[src/pg_delay_pkg.sv]
/*
 Constants, types and threshold decode for the paged power-good window
 and on/off delay registers. Assumes a 100 MHz single clock.
*/
package pg_delay_pkg;
   localparam logic [7:0] CMD_PG_WINDOW = 8'hd7;
   localparam logic [7:0] CMD_ON_OFF_DELAY = 8'hd8;
   localparam logic [7:0] PAGE_CH1 = 8'h00;
   localparam logic [7:0] PAGE_CH2 = 8'h01;
   localparam logic [7:0] PAGE_BOTH = 8'h11;
   localparam int SEL_LSB = 0;
   localparam int ON_LSB = 5;
   localparam int OFF_LSB = 1;
   localparam logic [1:0] PG_SEL_RESET = 2'h1;
   localparam logic [2:0] RATIO_RESET = 3'h0;
   localparam int FIX_OV_BIT = 13;
   localparam int CLK_PERIOD_NS = 10;
   localparam int MIN_ON_WAIT_NS = 50000;
   localparam int MIN_ON_WAIT_CYCLES = (MIN_ON_WAIT_NS + CLK_PERIOD_NS - 1) / CLK_PERIOD_NS;
   localparam int COUNT_W = 24;
   localparam int RISE_W = 20;
   // Limits in tenths of a percent, signed; fixed overvoltage limits in mV
   localparam logic signed [9:0] PCT_168 = 10'sh0a8;
   localparam logic signed [9:0] PCT_125 = 10'sh07d;
   localparam logic signed [9:0] PCT_120 = 10'sh078;
   localparam logic signed [9:0] PCT_070 = 10'sh046;
   localparam logic signed [9:0] PCT_290 = 10'sh122;
   localparam logic signed [9:0] PCT_230 = 10'sh0e6;
   localparam logic [9:0] OV_FIXED_800_MV = 10'h320;
   localparam logic [9:0] OV_FIXED_700_MV = 10'h2bc;

   typedef enum logic [1:0] {
      SEQ_OFF = 2'h0,
      SEQ_ON_WAIT = 2'h1,
      SEQ_ON = 2'h2,
      SEQ_OFF_WAIT = 2'h3
   } seq_e;

   typedef struct packed {
      logic signed [9:0] uv;
      logic signed [9:0] pg_low;
      logic signed [9:0] pg_high;
      logic signed [9:0] ov;
      logic [9:0] ov_mv;
   } limits_s;

   // Tracking limit is zero while the fixed absolute limit is in force
   function automatic limits_s decode_limits(input logic [1:0] sel, input logic fixed);
      limits_s l;
      l.uv = sel[1] ? -PCT_290 : (sel[0] ? -PCT_120 : -PCT_168);
      l.pg_low = sel[1] ? -PCT_230 : (sel[0] ? -PCT_070 : -PCT_125);
      l.pg_high = (sel == 2'h0) ? PCT_125 : PCT_070;
      l.ov = fixed ? 10'sh000 : (sel[0] ? PCT_120 : PCT_168);
      l.ov_mv = !fixed ? 10'h000 : (sel[0] ? OV_FIXED_700_MV : OV_FIXED_800_MV);
      return l;
   endfunction : decode_limits
endpackage : pg_delay_pkg

[src/pg_window_and_onoff_delay_regs.sv]
/*
 Two paged configuration registers per channel (threshold window select,
 on/off delay ratios) with follower lockout and the on/off delay sequencer.
 Assumes a PMBus front end that decodes PAGE and command code and presents
 one access per cmd_valid pulse, and nonvolatile images held outside.
*/
// What this block does
// - Page 0 selects channel one, 1 channel two, 11 both at once.
// - Writes aimed at a follower channel are discarded, contents kept.
// - Follower access is NACKed, sets invalid command fault, asserts alert.
// - Follower forces turn-on wait to 50 us and turn-off wait to zero.
// - Select 00 and 01 give their undervoltage, window and tracking limits.
// - Select 10 and 11 give -29, -23, +7 and 16.8 or 12.0 percent.
// - Fixed-overvoltage option replaces limit by 800 or 700 mV by select bit 0.
// - Turn-on wait is rise time times on-delay field bits 7:5.
// - Turn-off wait is rise time times off-delay field bits 3:1.
// - After on request rises, wait turn-on delay then start soft-start.
// - After on request falls, wait turn-off delay then disable output.
// - No new turn-on accepted until turn-off delay ends and output is off.
// - Registers load nonvolatile defaults at power-up; stored copies replaceable.
`timescale 1ns/1ns
module pg_window_and_onoff_delay_regs #(
   parameter int MIN_ON_WAIT_CYCLES = pg_delay_pkg::MIN_ON_WAIT_CYCLES
) (
   input wire logic clk,
   input wire logic rst_b,
   input wire logic [15:0] option_register,
   input wire logic [1:0] follower,
   input wire logic nvm_load,
   input wire logic [1:0][1:0] nvm_threshold_select,
   input wire logic [1:0][2:0] nvm_on_delay_ratio,
   input wire logic [1:0][2:0] nvm_off_delay_ratio,
   input wire logic cmd_valid,
   input wire logic cmd_write,
   input wire logic [7:0] cmd_code,
   input wire logic [7:0] cmd_page,
   input wire logic [7:0] cmd_wdata,
   output logic rsp_valid,
   output logic rsp_nack,
   output logic [7:0] rsp_rdata,
   input wire logic fault_clear,
   output logic invalid_command_fault,
   output logic smbalert_b,
   input wire logic [1:0] on_request,
   input wire logic [1:0][pg_delay_pkg::RISE_W-1:0] soft_start_rise_time,
   output logic [1:0] output_enable,
   output logic [1:0] soft_start_begin,
   output logic [1:0][1:0] threshold_select,
   output logic [1:0][9:0] undervoltage_limit,
   output logic [1:0][9:0] pg_low_limit,
   output logic [1:0][9:0] pg_high_limit,
   output logic [1:0][9:0] overvoltage_limit,
   output logic [1:0][9:0] overvoltage_fixed_mv
);
   localparam int CW = pg_delay_pkg::COUNT_W;

   if (MIN_ON_WAIT_CYCLES < 1 || MIN_ON_WAIT_CYCLES >= 2 ** CW) begin : g_bad_wait
      $error("MIN_ON_WAIT_CYCLES does not fit the wait counter");
   end

   typedef struct packed {
      logic loaded;
      logic [1:0][1:0] pg_sel;
      logic [1:0][2:0] on_ratio;
      logic [1:0][2:0] off_ratio;
      pg_delay_pkg::seq_e [1:0] seq;
      logic [1:0][CW-1:0] count;
      logic [1:0] ssb;
      logic rsp_valid;
      logic rsp_nack;
      logic [7:0] rdata;
      logic fault;
   } state_s;

   state_s st;
   state_s next_st;
   logic is_cmd;
   logic [1:0] sel;
   logic follower_hit;
   logic nack;
   logic [1:0][CW-1:0] wait_on;
   logic [1:0][CW-1:0] wait_off;
   logic read_ch;

   always_comb begin
      is_cmd = cmd_code == pg_delay_pkg::CMD_PG_WINDOW || cmd_code == pg_delay_pkg::CMD_ON_OFF_DELAY;
      sel[0] = cmd_page == pg_delay_pkg::PAGE_CH1 || cmd_page == pg_delay_pkg::PAGE_BOTH;
      sel[1] = cmd_page == pg_delay_pkg::PAGE_CH2 || cmd_page == pg_delay_pkg::PAGE_BOTH;
      follower_hit = is_cmd && |(sel & follower);
      nack = !is_cmd || sel == 2'h0 || follower_hit;
      read_ch = !sel[0];
      for (int c = 0; c < 2; c++) begin
         wait_on[c] = follower[c] ? CW'(MIN_ON_WAIT_CYCLES) :
            CW'(st.on_ratio[c]) * CW'(soft_start_rise_time[c]);
         wait_off[c] = follower[c] ? '0 :
            CW'(st.off_ratio[c]) * CW'(soft_start_rise_time[c]);
      end
   end

   always_comb begin
      next_st = st;
      next_st.ssb = 2'h0;
      next_st.rsp_valid = cmd_valid;
      next_st.rsp_nack = cmd_valid && nack;
      next_st.rdata = 8'h00;
      // Load at reset release or on request, so a restore is seen at once
      if (!st.loaded || nvm_load) begin
         next_st.loaded = 1'b1;
         next_st.pg_sel = nvm_threshold_select;
         next_st.on_ratio = nvm_on_delay_ratio;
         next_st.off_ratio = nvm_off_delay_ratio;
      end
      if (cmd_valid && !nack && !cmd_write) begin
         if (cmd_code == pg_delay_pkg::CMD_PG_WINDOW) begin
            next_st.rdata = {6'h00, st.pg_sel[read_ch]};
         end else begin
            next_st.rdata = {st.on_ratio[read_ch], 1'b0, st.off_ratio[read_ch], 1'b0};
         end
      end
      for (int c = 0; c < 2; c++) begin
         // A both-page write still reaches the channel that is not a follower
         if (cmd_valid && cmd_write && is_cmd && sel[c] && !follower[c]) begin
            if (cmd_code == pg_delay_pkg::CMD_PG_WINDOW) begin
               next_st.pg_sel[c] = cmd_wdata[pg_delay_pkg::SEL_LSB +: 2];
            end else begin
               next_st.on_ratio[c] = cmd_wdata[pg_delay_pkg::ON_LSB +: 3];
               next_st.off_ratio[c] = cmd_wdata[pg_delay_pkg::OFF_LSB +: 3];
            end
         end
         unique case (st.seq[c])
            pg_delay_pkg::SEQ_OFF: begin
               if (on_request[c]) begin
                  if (wait_on[c] == '0) begin
                     next_st.seq[c] = pg_delay_pkg::SEQ_ON;
                     next_st.ssb[c] = 1'b1;
                  end else begin
                     next_st.seq[c] = pg_delay_pkg::SEQ_ON_WAIT;
                     next_st.count[c] = wait_on[c] - CW'(1);
                  end
               end
            end
            pg_delay_pkg::SEQ_ON_WAIT: begin
               if (!on_request[c]) begin
                  next_st.seq[c] = pg_delay_pkg::SEQ_OFF;
               end else if (st.count[c] == '0) begin
                  next_st.seq[c] = pg_delay_pkg::SEQ_ON;
                  next_st.ssb[c] = 1'b1;
               end else begin
                  next_st.count[c] = st.count[c] - CW'(1);
               end
            end
            pg_delay_pkg::SEQ_ON: begin
               if (!on_request[c]) begin
                  if (wait_off[c] == '0) begin
                     next_st.seq[c] = pg_delay_pkg::SEQ_OFF;
                  end else begin
                     next_st.seq[c] = pg_delay_pkg::SEQ_OFF_WAIT;
                     next_st.count[c] = wait_off[c] - CW'(1);
                  end
               end
            end
            pg_delay_pkg::SEQ_OFF_WAIT: begin
               // On request is not looked at here; a turn-on waits for off
               if (st.count[c] == '0) begin
                  next_st.seq[c] = pg_delay_pkg::SEQ_OFF;
               end else begin
                  next_st.count[c] = st.count[c] - CW'(1);
               end
            end
         endcase
      end
      // Set wins over a clear in the same cycle
      if (fault_clear) begin
         next_st.fault = 1'b0;
      end
      if (cmd_valid && follower_hit) begin
         next_st.fault = 1'b1;
      end
   end

   always_ff @(posedge clk or negedge rst_b) begin
      if (!rst_b) begin
         st <= '0;
         st.pg_sel <= {2{pg_delay_pkg::PG_SEL_RESET}};
         st.on_ratio <= {2{pg_delay_pkg::RATIO_RESET}};
         st.off_ratio <= {2{pg_delay_pkg::RATIO_RESET}};
         st.seq <= '{default: pg_delay_pkg::SEQ_OFF};
      end else begin
         st <= next_st;
      end
   end

   always_comb begin
      pg_delay_pkg::limits_s l;
      l = '0;
      for (int c = 0; c < 2; c++) begin
         l = pg_delay_pkg::decode_limits(st.pg_sel[c], option_register[pg_delay_pkg::FIX_OV_BIT]);
         undervoltage_limit[c] = l.uv;
         pg_low_limit[c] = l.pg_low;
         pg_high_limit[c] = l.pg_high;
         overvoltage_limit[c] = l.ov;
         overvoltage_fixed_mv[c] = l.ov_mv;
         output_enable[c] = st.seq[c] == pg_delay_pkg::SEQ_ON || st.seq[c] == pg_delay_pkg::SEQ_OFF_WAIT;
      end
   end

   assign rsp_valid = st.rsp_valid;
   assign rsp_nack = st.rsp_nack;
   assign rsp_rdata = st.rdata;
   assign invalid_command_fault = st.fault;
   assign smbalert_b = !st.fault;
   assign soft_start_begin = st.ssb;
   assign threshold_select = st.pg_sel;
endmodule : pg_window_and_onoff_delay_regs

[config.mk]
export PLATFORM = sky130hd
export DESIGN_NAME = pg_window_and_onoff_delay_regs
export DESIGN_NICKNAME = d
export VERILOG_FILES = /design/src/pg_delay_pkg.sv /design/src/pg_window_and_onoff_delay_regs.sv
export SDC_FILE = /design/constraint.sdc
export NUM_CORES = 1
export LEC_CHECK = 0
export CORE_ASPECT_RATIO = 1.4
export CORE_MARGIN = 5
export CORE_UTILIZATION = 67
export CTS_CLUSTER_DIAMETER = 30
export CTS_CLUSTER_SIZE = 24
export DETAILED_ROUTE_END_ITERATION = 8
export DONT_BUFFER_PORTS = 1
export PLACE_DENSITY = 0.83
export SLEW_MARGIN = 20
export SYNTH_ARGS = -nofsm -noshare
export SYNTH_HDL_FRONTEND = slang
export SYNTH_SLANG_ARGS = --single-unit
[constraint.sdc]
create_clock -name clk -period 5.4 [get_ports clk]
set_input_delay 0.81 -clock clk [delete_from_list [all_inputs] [get_ports clk]]
set_output_delay 0.81 -clock clk [all_outputs]
set_load 0.01 [all_outputs]
==> summary.txt <==
Floorplan
  • I/O pin count: 226
  • Die area: 25300 um2
  • Chip height: 186 um
  • Starting utilization of the core area: 68.0%
  • Die width: 136 um
  • Number of rows created at floorplan: 64
  • Floorplan Core Area: 21900 um2

Yosys
  • Number of enable-type register cells in the synthesized netlist: 0
  • Synthesis Warnings: 0
  • Mapped Avg Cell Area: 7.67 um2
  • Total standard cell area after synthesis: 14900 um2
  • Number of register bits inferred by synthesis: 81
  • Sequential-to-total area share from yosys stat: 13.7%
  • Number of unique standard cell types used by synthesis: 107
  • Mapped Cells: 1938
  • Prevailing post-synth register cell: sky130_fd_sc_hd__dfrtp_1
  • Fraction of registers with async set/reset: 100%

Global routing
  • First-pass GRT wire length: ~73000 um
  • GRT Residual Overflow: 0
  • Maximum number of pins on one net before global-route repair: between 80 and 90
  • Antenna violations before repair: 0
  • GRT Total Usage: a little over a third
  • Via count of the first global-routing pass: approximately 14000

Clocking
  • Post CTS Setup Buffer Count: 0
  • Inserted Clock Buffers: 9
  • CTS tree: done
  • Cell chosen for the clock root: sky130_fd_sc_hd__clkbuf_16
  • Sink Count: 81
  • H-Tree Depth: 3
  • Clock Tree Buf Depth: 2
  • Clock Latency Late Sink: approximately 350 ps
  • Clock transition at the registers of the reported paths: roughly 60 ps

Drt
  • DRC violation count after routing: 0
  • Via/cell ratio: about 6.5
  • Via count of the routed design: around 14000
  • Detail Route Antenna Nets: 0
  • Pre-Repair DR Iteration Count: 5
  • DR WL/cell: 20.8 um
  • Overall routed net length: 45100 um
  • DRC marker count from the first detailed-route iteration: roughly 1200

Layout
  • Area growth from synthesis to final layout: 0.867%
  • Layout filler cell count: 1843
  • Layout Nets: approximately 2100
  • Commonest cells after routing, fill and taps aside: sky130_fd_sc_hd__nand2_1 (325), sky130_fd_sc_hd__inv_1 (190), sky130_fd_sc_hd__nor2_1 (101), sky130_fd_sc_hd__ha_1 (90), sky130_fd_sc_hd__o21ai_0 (83)
  • Most frequent standard cell in the layout excluding fill and tap cells: sky130_fd_sc_hd__nand2_1
  • Number of antenna cells inserted: 0
  • Layout cells sized above 1: under 10%

Critical path
  • Peak fanout along the critical path: 23
  • Type of the worst setup path: reg -> reg
  • Arrival @ worst endpoint: 5490 ps
  • Type of element capturing the critical path: flip-flop
  • Required @ worst endpoint: 5640 ps
  • Sort of element at the start of the critical path: flip-flop

Power and ir drop
  • Worst vdd ir: between 0.00015 and 0.0002 V
  • Ratio of total power to cell area: 329 nW/um2
  • Leakage component of the power: about 7.1 nW

Timing
  • Setup Skew: 6.24 ps
  • Setup TNS Final: 0 ps
  • Slew headroom: 29.4%
  • Number of hold violations in the final report: 0
  • Pins over their slew limit: 0
  • Tcrit/Tclk final: 97.3%
  • Final setup violating endpoints: 0
  • Post-layout min period: 5250 ps
  • Worst slack on hold paths: 154 ps
  • Transition time at the pin with the least slew margin: 1060 ps
  • Achievable frequency: between 0.15 and 0.2 GHz

Placed design
  • Post-DP HPWL: 36500 um
  • I/O Buffers: 0
  • Global placer's final weighted congestion: just over 1

Hold path
  • Class of the tightest hold or removal check: in -> async

Run status
  • Status: complete, no violations

Flow run
  • Number of maximum-capacitance violations: 0
-- state kept, by name (all words and copies together) (netlist names) --
register and flops:
rsp_valid 1, threshold_select 4, st 65, invalid_command_fault 1, soft_start_begin 2, rsp_nack 1
rsp_rdata 7
-- power by group --
part           leakage, nW  switching, mW  internal [mW]
clock                0.136          0.262          0.327
sequential            1.01          0.238          0.786
combinational         5.96           1.94           1.39
total                 7.10           2.44           2.50
-- cell type report --
| class | count | area, um2 | area share (%) |
|---|---|---|---|
| clock buffers | 11 | 243 | 1.62 |
| clock inverters | 5 | 38.8 | 0.259 |
| inverters | 190 | 713 | 4.76 |
| multi-input cells | 1536 | 11200 | 75.0 |
| flip-flops and latches | 81 | 2030 | 13.5 |
| well taps | 297 | 372 | 2.48 |
| repair buffers | 46 | 358 | 2.39 |
-- repair_timing --
item                                   CTS  global route
hold buffers                             0             0
gates resized for setup                  0             6
endpoints found under the hold margin    0             0
setup endpoints to repair                0            42
-- Yosys cell counts, drive strengths merged, types with 17 or more instances --
library cell	n	area share, %
nor3	34	1.3
nand2	326	8.2
a211oi	24	1.5
clkbuf	61	1.5
mux2	50	4.2
nor2b	17	0.72
inv	190	4.8
and3	18	0.76
and2	43	1.8
dfrtp	79	13
a21oi	82	2.8
xnor2	55	3.2
o21ai	96	3.3
nor2	102	2.6
nor4	33	1.6
nand2b	18	0.76
ha	90	7.6
a21o	27	1.4
fa	76	10
buf	114	5.6
o21a	19	0.96
mux2i	34	2.3
nand4	23	0.97
xor2	34	2.0
nand3	38	1.3
-- per-layer routing --
layer	vias up	routed length [um]	track usage [%]
li1	6494	-	-
met1	6767	15600	36.5
met2	630	22200	63.9
met3	273	2600	6.00
met4	0	4720	31.6
met5	-	0	0
-- final timing paths --
| check | slack (ps) | end | start | cells after the start |
|---|---|---|---|---|
| setup reg to reg | 150 | st[40] | st[68] | 17 |
| min in group clk | 490 | rsp_valid | cmd_valid | 0 |
| max in group asynchronous | 5030 | threshold_select[0] | rst_b | 0 |
| hold / removal | 150 | rsp_nack | rst_b | 0 |
| hold reg to reg | 520 | st[60] | st[60] | 2 |
| setup / recovery | 150 | st[40] | st[68] | 17 |
-- logic make-up (layout without fill, tap and decap cells) --
family	count (synthesis)	after routing	synth area share (%)
compound gates	413	413	20.0
xor+xnor	89	89	5.24
fa+ha+maj	166	166	17.8
buf+inv	365	252	12.0
flops	81	81	13.7
mux	85	85	6.66
other cells	2	46	0.0505
simple gates	737	737	24.6
-- critical path, stage by stage (launching register included) --
cell and delay [ps]:
sky130_fd_sc_hd__dfrtp_1 610, sky130_fd_sc_hd__buf_4 250, sky130_fd_sc_hd__nand2_1 100, sky130_fd_sc_hd__fa_1 560, sky130_fd_sc_hd__inv_1 60, sky130_fd_sc_hd__ha_1 330
sky130_fd_sc_hd__o21ai_0 200, sky130_fd_sc_hd__a21oi_1 100, sky130_fd_sc_hd__o21ai_1 290, sky130_fd_sc_hd__o311ai_0 180, sky130_fd_sc_hd__a311oi_1 580, sky130_fd_sc_hd__nand4_1 180
sky130_fd_sc_hd__nor4bb_1 500, sky130_fd_sc_hd__buf_4 200, sky130_fd_sc_hd__nor3_1 80, sky130_fd_sc_hd__a311oi_4 310, sky130_fd_sc_hd__buf_12 230, sky130_fd_sc_hd__mux2_2 350
-- per-stage QoR --
stage	utilization (%)	instance area, um2	setup WS (ps)	total power [mW]	std cells
final	68.6	15000	147	4.94	2166
after CTS	68.5	15000	200	4.87	2166
after global routing	68.6	15000	-32.6	5.30	2166
after floorplan	-	15000	502	3.55	1982
after detailed placement	67.2	14700	112	4.26	2150
after global placement	67.2	14700	169	4.14	2150
Note: power is estimated with default switching activity, not from simulation.
